`config.mk`:
```
export PLATFORM = sky130hd
export DESIGN_NAME = hasb_top
export DESIGN_NICKNAME = d
export VERILOG_FILES = /design/src/hasb_pkg.sv /design/src/hasb_upd_if.sv /design/src/hasb_active_store.sv /design/src/hasb_top.sv
export VERILOG_INCLUDE_DIRS = /design/src
export SDC_FILE = /design/constraint.sdc
export NUM_CORES = 1
export LEC_CHECK = 0
export BUFFER_PORTS_ARGS = -buffer_cell sky130_fd_sc_hd__buf_2
export CAP_MARGIN = 20
export CORE_MARGIN = 3
export CORE_UTILIZATION = 25
export DETAILED_ROUTE_END_ITERATION = 16
export GPL_TIMING_DRIVEN = 0
export HOLD_SLACK_MARGIN = 0.12
export PLACE_DENSITY_LB_ADDON = 0.25
export SLEW_MARGIN = 20
export SYNTH_ARGS = -nofsm -noshare
export SYNTH_HDL_FRONTEND = slang
export SYNTH_SLANG_ARGS = --single-unit
```
`constraint.sdc`:
```
create_clock -name core_clk_i -period 2.6 [get_ports core_clk_i]
set_input_delay 0.52 -clock core_clk_i [delete_from_list [all_inputs] [get_ports core_clk_i]]
set_output_delay 0.52 -clock core_clk_i [all_outputs]
set_load 0.005 [all_outputs]
```
`src/hasb_cfg.svh`:
```
`ifndef HASB_CFG_SVH
`define HASB_CFG_SVH

// Word offset of the handler control and state register on the bus.
`define HASB_OFS_CTRL_STATE   4'h0
// Word offset of the write-event status register.
`define HASB_OFS_STATUS       4'h1

`define HASB_BIT_MEM_ACT      0
`define HASB_BIT_BUS_ACT      1
`define HASB_BIT_USG_ACT      3
`define HASB_BIT_SVC_ACT      7
`define HASB_BIT_DBG_ACT      8
`define HASB_BIT_DSR_ACT      10

// Writable positions; bits 9, 6:4 and 2 are reserved.
`define HASB_WRITABLE_MASK    11'h58B
`define HASB_RESET_ACTIVE     11'h000

`endif

```
`src/hasb_pkg.sv`:
```
`default_nettype none

package hasb_pkg;

  typedef logic [10:0] hasb_active_type;

  typedef enum logic [1:0] {
    HASB_IDLE = 2'b00,
    HASB_ANS  = 2'b01
  } hasb_bus_state_type;

endpackage

`default_nettype wire

```
`src/hasb_upd_if.sv`:
```
`timescale 1ns/1ps
`default_nettype none

// Carries an exception-logic or software update into the state store.
interface hasb_upd_if;
  logic                     hw_set_en;
  hasb_pkg::hasb_active_type hw_set;
  hasb_pkg::hasb_active_type hw_clr;
  logic                     sw_wr;
  hasb_pkg::hasb_active_type sw_data;
  hasb_pkg::hasb_active_type active;

  modport store (
    input  hw_set_en,
    input  hw_set,
    input  hw_clr,
    input  sw_wr,
    input  sw_data,
    output active
  );
  modport ctrl (
    output hw_set_en,
    output hw_set,
    output hw_clr,
    output sw_wr,
    output sw_data,
    input  active
  );
endinterface

`default_nettype wire

```
`src/hasb_active_store.sv`:
```
`timescale 1ns/1ps
`default_nettype none
`include "hasb_cfg.svh"

module hasb_active_store (
  input  wire logic    core_clk_i,
  input  wire logic    rst_n_i,
  hasb_upd_if.store    upd
);

  // Software wins over the exception logic in the same cycle so the
  // register always settles to the value software wrote.
  always_ff @(posedge core_clk_i or negedge rst_n_i) begin
    if (!rst_n_i) begin
      upd.active <= `HASB_RESET_ACTIVE;
    end else if (upd.sw_wr) begin
      upd.active <= upd.sw_data & `HASB_WRITABLE_MASK;
    end else if (upd.hw_set_en) begin
      upd.active <= ((upd.active & ~upd.hw_clr) | upd.hw_set)
                    & `HASB_WRITABLE_MASK;
    end
  end

endmodule

`default_nettype wire

```
`src/hasb_top.sv`:
```
// Functional notes
// - Bit 10 shows deferred service active, writable
// - Bit 8 holds debug monitor active, writable
// - Bit 7 shows supervisor call active, writable
// - Bit 3 shows usage fault active, writable
// - Bit 1 shows bus fault active, writable
// - Bit 0 shows memory fault active, writable
// - Bits 9, 6:4, 2 read zero, ignore writes
`timescale 1ns/1ps
`default_nettype none
`include "hasb_cfg.svh"

module hasb_top (
  input  wire logic        core_clk_i,
  input  wire logic        rst_n_i,
  // Avalon-MM slave.
  input  wire logic [3:0]  avs_address,
  input  wire logic        avs_read,
  input  wire logic        avs_write,
  input  wire logic [31:0] avs_writedata,
  input  wire logic [3:0]  avs_byteenable,
  output logic [31:0]      avs_readdata,
  output logic             avs_waitrequest,
  output logic [1:0]       avs_response,
  // Exception logic of the core.
  input  wire logic        exc_upd_i,
  input  wire logic [10:0] exc_set_i,
  input  wire logic [10:0] exc_clr_i,
  output logic             deferred_service_active_o,
  output logic             debug_monitor_active_o,
  output logic             supervisor_call_active_o,
  output logic             usage_fault_active_o,
  output logic             bus_fault_active_o,
  output logic             memory_management_fault_active_o
);

  // ------------------------------------------------------------
  // State store
  // ------------------------------------------------------------
  hasb_upd_if upd ();

  hasb_active_store u_store (
    .core_clk_i (core_clk_i),
    .rst_n_i    (rst_n_i),
    .upd        (upd)
  );

  hasb_pkg::hasb_bus_state_type state;
  logic                         take;
  logic                         hit_ctrl;
  logic                         hit_stat;
  logic                         collide;
  logic                         sw_wrote;
  logic [10:0]                  merged;

  // ------------------------------------------------------------
  // Address decode and write merge
  // ------------------------------------------------------------
  function automatic logic [10:0] merge_bytes(input logic [10:0] old,
                                              input logic [31:0] wd,
                                              input logic [3:0]  be);
    logic [10:0] res;
    res = old;
    if (be[0]) begin
      res[7:0] = wd[7:0];
    end
    if (be[1]) begin
      res[10:8] = wd[10:8];
    end
    return res;
  endfunction

  function automatic logic addr_hit(input logic [3:0] adr,
                                    input logic [3:0] ofs);
    return adr == ofs;
  endfunction

  assign hit_ctrl = addr_hit(avs_address, `HASB_OFS_CTRL_STATE);
  assign hit_stat = addr_hit(avs_address, `HASB_OFS_STATUS);
  assign merged   = merge_bytes(upd.active, avs_writedata, avs_byteenable);
  // A request is taken only in the idle cycle; the master still holds it
  // through the answer cycle, which must not count as a second access.
  assign take     = (state == hasb_pkg::HASB_IDLE) && (avs_read || avs_write);

  // ------------------------------------------------------------
  // Store update
  // ------------------------------------------------------------
  // The write is committed at the taking edge, the same edge that opens
  // the answer cycle, so a read that follows back to back already sees it.
  assign upd.sw_wr     = take && avs_write && hit_ctrl;
  // Reserved positions are masked inside the store.
  assign upd.sw_data   = merged;
  assign upd.hw_set_en = exc_upd_i;
  assign upd.hw_set    = exc_set_i;
  assign upd.hw_clr    = exc_clr_i;

  assign collide = upd.sw_wr && exc_upd_i;

  // ------------------------------------------------------------
  // Bus handshake
  // ------------------------------------------------------------
  always_ff @(posedge core_clk_i or negedge rst_n_i) begin
    if (!rst_n_i) begin
      state <= hasb_pkg::HASB_IDLE;
    end else begin
      case (state)
        hasb_pkg::HASB_IDLE: begin
          if (avs_read || avs_write) begin
            state <= hasb_pkg::HASB_ANS;
          end
        end
        hasb_pkg::HASB_ANS: begin
          state <= hasb_pkg::HASB_IDLE;
        end
        default: begin
          state <= hasb_pkg::HASB_IDLE;
        end
      endcase
    end
  end

  // Waitrequest idles high and drops for the single answer cycle.
  always_ff @(posedge core_clk_i or negedge rst_n_i) begin
    if (!rst_n_i) begin
      avs_waitrequest <= 1'b1;
    end else begin
      avs_waitrequest <= !take;
    end
  end

  always_ff @(posedge core_clk_i or negedge rst_n_i) begin
    if (!rst_n_i) begin
      avs_response <= 2'h0;
    end else if (take) begin
      avs_response <= (hit_ctrl || hit_stat) ? 2'h0 : 2'h3;
    end
  end

  // Read data hold after the answer until the next access is taken.
  always_ff @(posedge core_clk_i or negedge rst_n_i) begin
    if (!rst_n_i) begin
      avs_readdata <= 32'h0000_0000;
    end else if (take) begin
      if (avs_read && hit_ctrl) begin
        avs_readdata <= {21'h00_0000, upd.active};
      end else if (avs_read && hit_stat) begin
        avs_readdata <= {31'h0000_0000, sw_wrote};
      end else begin
        avs_readdata <= 32'h0000_0000;
      end
    end
  end

  // ------------------------------------------------------------
  // Collision status
  // ------------------------------------------------------------
  // Sticky flag: a software write met a core update in the same cycle
  // and the core update was dropped. It is cleared by writing one to
  // bit 0 of the status word; a new collision in that cycle wins.
  always_ff @(posedge core_clk_i or negedge rst_n_i) begin
    if (!rst_n_i) begin
      sw_wrote <= 1'b0;
    end else if (collide) begin
      sw_wrote <= 1'b1;
    end else if (take && avs_write && hit_stat && avs_byteenable[0]
                 && avs_writedata[0]) begin
      sw_wrote <= 1'b0;
    end
  end

  // ------------------------------------------------------------
  // Active indications to the core
  // ------------------------------------------------------------
  // Each indication lags the register by one cycle; the registered copy
  // keeps bus decode paths out of the core's timing.
  always_ff @(posedge core_clk_i or negedge rst_n_i) begin
    if (!rst_n_i) begin
      deferred_service_active_o <= 1'b0;
    end else begin
      deferred_service_active_o <= upd.active[`HASB_BIT_DSR_ACT];
    end
  end

  always_ff @(posedge core_clk_i or negedge rst_n_i) begin
    if (!rst_n_i) begin
      debug_monitor_active_o <= 1'b0;
    end else begin
      debug_monitor_active_o <= upd.active[`HASB_BIT_DBG_ACT];
    end
  end

  always_ff @(posedge core_clk_i or negedge rst_n_i) begin
    if (!rst_n_i) begin
      supervisor_call_active_o <= 1'b0;
    end else begin
      supervisor_call_active_o <= upd.active[`HASB_BIT_SVC_ACT];
    end
  end

  always_ff @(posedge core_clk_i or negedge rst_n_i) begin
    if (!rst_n_i) begin
      usage_fault_active_o <= 1'b0;
    end else begin
      usage_fault_active_o <= upd.active[`HASB_BIT_USG_ACT];
    end
  end

  always_ff @(posedge core_clk_i or negedge rst_n_i) begin
    if (!rst_n_i) begin
      bus_fault_active_o <= 1'b0;
    end else begin
      bus_fault_active_o <= upd.active[`HASB_BIT_BUS_ACT];
    end
  end

  always_ff @(posedge core_clk_i or negedge rst_n_i) begin
    if (!rst_n_i) begin
      memory_management_fault_active_o <= 1'b0;
    end else begin
      memory_management_fault_active_o
        <= upd.active[`HASB_BIT_MEM_ACT];
    end
  end

endmodule

`default_nettype wire

```
# Yosys cells after proc, flatten, opt, wreduce, memory -nomap -nowiden
# Cells that the tools add are included.
# word_totals
regBits	55
inputBits	67
out_inout_bits	41
word_cells	50
# op_classes
n_eq_ne	4
n_mux	11
bitwise_logic	3
n_reduce_logical	18
# ops
operator	n
32-bit two-way mux	1
11-bit two-way mux	2
11-bit bitwise AND	1
11-bit inverter	1
11-bit OR	1
1-bit logical AND	9
8-bit two-way mux	1
2-bit two-way mux	3
4-bit by 1-bit equality test with 1-bit output (second input constant)	1
4-bit logical NOT	1
2-bit inequality test (second input constant)	2
2-bit AND reduction	2
2-bit nonzero test	2
1-bit two-way mux	3
3-bit two-way mux	1
2-bit logical NOT	1
1-bit logical OR	2
2-bit by 1-bit inequality test with 1-bit output (second input constant)	1
1-bit logical NOT	1

# Logic depth before layout (Yosys ltp)
# depth
depth_word	8
ltp_mapped	4
ltp_nobuf	3

# Cells and area by module
# Synthesis repeated with hierarchy kept, for this count alone.
# unflattened
cells_unflattened	142
area_unflattened_um2	1466.4
# modules_own_cells
mod	n_inst	cells_each	area_each_um2	seq_area_each_um2
hasb_top	1	104	1101.1	526.8
hasb_active_store	1	38	365.4	150.1

# Worst setup path before layout
# No wires, ideal clock.
# synth_timing
kind	in2reg
start	input port avs_address[3]
end	register avs_readdata[10]
setup_ns	0.066
t_arrival_ns	1.487
t_required_ns	2.534
path_slack_ns	1.046
path_stages	4
path_buffers	1
path_cell_list	or3_1 > buf_2 > nor4b_4 > a22o_1
# synth_via
elab_chain_len	3
# synth_lines
item	line	source
start: declaration	hasb_top.sv:17	input wire logic [3:0] avs_address,
4-bit logical NOT	hasb_top.sv:75	return adr == ofs;
1-bit logical AND	hasb_top.sv:144	if (avs_read && hit_ctrl) begin
32-bit two-way mux	hasb_top.sv:144	
end signal: assignment	hasb_top.sv:145	avs_readdata <= {21'h00_0000, upd.active};
end signal: assignment	hasb_top.sv:147	avs_readdata <= {31'h0000_0000, sw_wrote};
end: declaration	hasb_top.sv:22	output logic [31:0] avs_readdata,
# Every way passes these cells.
# A chain may end at the register's enable or synchronous reset.

# Worst setup path after layout
# layout_timing
start	register state[0]
end	register u_store.upd.active[8]
# layout_via
elab_chain_len	6
word_cells_on_any_way	8
cone_classes	eq/ne (1); mux (1); reduce/logical (6)
# layout_lines
item	line	source
start: declaration	hasb_top.sv:48	hasb_pkg::hasb_bus_state_type state;
start signal: assignment	hasb_top.sv:104	state <= hasb_pkg::HASB_IDLE;
start signal: assignment	hasb_top.sv:109	state <= hasb_pkg::HASB_ANS;
start signal: assignment	hasb_top.sv:113	state <= hasb_pkg::HASB_IDLE;
2-bit logical NOT *	hasb_top.sv:83	assign take = (state == hasb_pkg::HASB_IDLE) && (avs_read || avs_write);
1-bit logical AND *	hasb_top.sv:83	
1-bit logical AND * (2 in series)	hasb_top.sv:90	assign upd.sw_wr = take && avs_write && hit_ctrl;
2-bit inequality test (no line) or 2-bit nonzero test (tied branches)	--	
2-bit AND reduction (no line)	--	
end signal: assignment	hasb_active_store.sv:15	upd.active <= `HASB_RESET_ACTIVE;
end signal: assignment	hasb_active_store.sv:17	upd.active <= upd.sw_data & `HASB_WRITABLE_MASK;
end signal: assignment	hasb_active_store.sv:19	upd.active <= ((upd.active & ~upd.hw_clr) | upd.hw_set)
end: declaration	hasb_upd_if.sv:19	output active
# Mark *: on every way between the ends. The rest lies on a longest branch, timed or not.

==> results.py <==
metrics = {
    "placed_design": {
        "place_area_um2": 1550,
        "placed_cells_incl_taps": 237,
        "portBuffers": 43,
        "hpwl_mm": 2.40,
        "gp_congestion": 0.716,
    },
    "global_route": {
        "grt_pass1_wl_mm": 5.07,
        "grt_start_max_net_pins": 23,
        "grt_pass1_vias": 1104,
        "grt-ovfl-total": 0,
        "antenna_found_initial": 0,
        "track_usage_pct": 11.8,
    },
    "floorplan": {
        "die_h_um": 74.6,
        "num_rows": 24,
        "die_w_um": 74.6,
        "start_util_pct": 26.5,
        "ios": 108,
        "core_region_area_um2": 4440,
        "die_area_um2": 5560,
    },
    "setup_path": {
        "cp-end-kind": "register",
        "worstReg2RegEnd": "u_store.upd.active[8]",
        "worst_setup_path_start_kind": "register",
        "worstPathArrival_ns": 1.82,
        "critPathMaxFanout": 6,
        "required_ns": 2.73,
        "critPathLaunch": "state[0]",
        "crit_type": "reg -> reg",
        "reg2reg_slack_ns": 0.91,
        "r2r-start": "state[0]",
        "reg2regPathDepth": 4,
    },
    "timing": {
        "slew_violations": 0,
        "worst_pin_slew_ns": 0.736,
        "fin_hold_ws_ns": 0.213,
        "finalHoldViolCount": 0,
        "fmax_ghz": 0.591,
        "period_share_pct": 65.1,
        "grt_setup_unrepaired": "false",
        "fin_skew_ns": 0.00516,
        "fin_tns_setup_ns": 0,
        "maxSlewHeadroom_pct": 50.8,
        "setup_viol": 0,
        "layout_min_cycle_time_ns": 1.69,
    },
    "layout": {
        "stdcell_count": 241,
        "area_growth_pct": 37.9,
        "fill_cells": 472,
        "insertedDiodeCount": 0,
        "layout-drive-gt1-share_pct": 42.3,
        "finalNetCount": 257,
        "design_area_um2": 1620,
    },
    "drt": {
        "vias": 990,
        "route.met3.wl_um": 334,
        "drt-met1-wl_mm": 1.43,
        "dr_wl_met2_mm": 1.20,
        "dr.pass1.iters": 4,
        "drt-total-wl_mm": 2.99,
        "drcViolationCount": 0,
        "dr.max_layer_used": "met4",
        "wl_per_cell_um": 12.4,
        "drt_iter0_markers": 67,
        "antenna_left": 0,
        "viasPerCell": 4.11,
    },
    "power_and_ir_drop": {
        "ir_worst_vdd_mv": 0.202,
        "finalPower_uw": 868,
        "pwr-share-seq_pct": 45.3,
        "leakage_uw": 0.000850,
        "switching_power_uw": 206,
        "p_clk_share_pct": 36.4,
        "p_comb_share_pct": 18.3,
        "swShare_pct": 23.8,
        "intPower_uw": 662,
        "powerDensity_nw_per_um2": 535,
    },
    "synth": {
        "synth_common_cells": "buf_4 (27), dfrtp_1 (21), nand2_1 (14)",
        "ys_seq_area_share_pct": 46.9,
        "syn_area_per_cell_um2": 10.1,
        "synth_ff_type": "dfrtp_1",
        "synth_edf_count": 0,
        "synth_top_cell_by_area": "dfrtp_1",
        "synthAdderAreaFrac_pct": 0,
        "synth_compound_area_share_pct": 16.4,
        "synth.yosys.warnings": 0,
        "synth_top_family_by_area": "buffers and inverters",
        "syn_inst": 117,
        "ys_ff_latch": 22,
        "yosysMostFrequentCell": "buf_4",
        "synthSimpleGateAreaFrac_pct": 15.7,
        "synth_area_um2": 1180,
        "synth_top_area_share_pct": 44.7,
        "synth-xor-area-share_pct": 0,
        "netlist_top_cells_area": "dfrtp_1 (45%), buf_4 (17%), nand2_1 (4.5%)",
        "synth.area.mux_share_pct": 0.851,
        "ys_async_sr_fraction_pct": 100,
        "synthDistinctLibCells": 25,
    },
    "clock_tree": {
        "root_buffer": "clkbuf_8",
        "clockBufferDepth": 2,
        "clk_pin_slew_worst_paths_ns": 0.08,
        "cts_tree": "yes",
        "cts.sinks": 22,
        "htreeDepth": 1,
        "cts_setup_buffers": 0,
        "cts_buffers": 3,
        "cts_hold_buf": 0,
        "cts_resized": 0,
        "clk_latency_ns": 0.26,
    },
    "outcome": {
        "status": "finished clean",
    },
    "min_path": {
        "hold_class": "in -> async",
    },
    "run": {
        "maxCapViolCount": 0,
    },
}
[worst max-delay path by stage]
stage               cells after the start               endpoint  slack, ns
global route                            4  u_store.upd.active[7]       0.69
floorplan                               4       avs_readdata[10]       1.05
finish                                  4  u_store.upd.active[8]       0.91
global placement                        5  u_store.upd.active[3]       0.66
detailed placement                      5  u_store.upd.active[3]       0.67
CTS                                     4  u_store.upd.active[8]       0.90
[layout by cell type (no fill, tap or decap)]
| cell | instances |
|---|---|
| a22o_1 | 5 |
| and2_1 | 1 |
| nor3_1 | 2 |
| or3_1 | 1 |
| inv_1 | 2 |
| buf_4 | 27 |
| conb_1 | 26 |
| nor4b_4 | 1 |
| clkbuf_1 | 2 |
| nor3b_2 | 1 |
| o21bai_1 | 1 |
| buf_2 | 46 |
| o21ai_1 | 1 |
| o221ai_1 | 6 |
| nand4b_1 | 1 |
| mux2i_1 | 1 |
| nand4_1 | 6 |
| nand2_1 | 14 |
| a41oi_1 | 1 |
| nand3_1 | 1 |
| nand4bb_1 | 2 |
| dfrtp_1 | 21 |
| a21oi_1 | 7 |
| bufinv_16 | 1 |
| dfstp_2 | 1 |
| clkbuf_8 | 3 |
| o21ai_0 | 8 |
[stage by stage]
stage | util, % | worst slack, ns
global route | 36.5 | 0.692
CTS | 36.5 | 0.899
detailed placement | 34.9 | 0.667
global placement | 34.9 | 0.661
finish | 36.5 | 0.908
floorplan | - | 1.05
[power groups by stage]
stage | clock (uW) | combinational, uW | sequential, uW
global placement | 0 | 158 | 399
global route | 338 | 183 | 398
floorplan | 0 | 85.9 | 399
CTS | 326 | 158 | 394
finish | 316 | 159 | 393
detailed placement | 0 | 158 | 401
[area by class of cell]
| class | count | area [um2] | share of cell area (%) |
|---|---|---|---|
| multi-input combinational | 86 | 485 | 29.9 |
| sequential | 22 | 552 | 34.0 |
| timing repair buffer | 43 | 215 | 13.3 |
| inverter | 2 | 7.51 | 0.463 |
| clock buffer | 3 | 41.3 | 2.55 |
| buffer | 32 | 225 | 13.9 |
| tap | 52 | 65.1 | 4.01 |
| clock inverter | 1 | 30.0 | 1.85 |
[worst max-delay path, stage by stage, from the launching register on]
cell	delay, ns
dfrtp_1	0.40
nor3_1	0.54
and2_1	0.21
clkbuf_1	0.25
o221ai_1	0.17
[state kept, by name, summed over array words and instances (netlist names)]
name                              cells
deferred_service_active_o             1
avs_waitrequest                       1
memory_management_fault_active_o      1
avs_response                          1
supervisor_call_active_o              1
sw_wrote                              1
u_store.upd.active                    6
avs_readdata                          6
debug_monitor_active_o                1
state                                 1
usage_fault_active_o                  1
bus_fault_active_o                    1
[cell families after synthesis]
logic type,count (synthesis)
and+or+nand+nor,30
DFF,22
other,1
muxes,1
buffers and inverters,34
AOI/OAI and AO/OA,29
[per-layer routing]
metal  GRT usage, %  up-vias
met3           2.97        2
met1           17.0      418
met4           4.15        0
met2           17.0       58
met5              0        -
li1               -      512
Note: power is estimated with default switching activity, not from simulation.
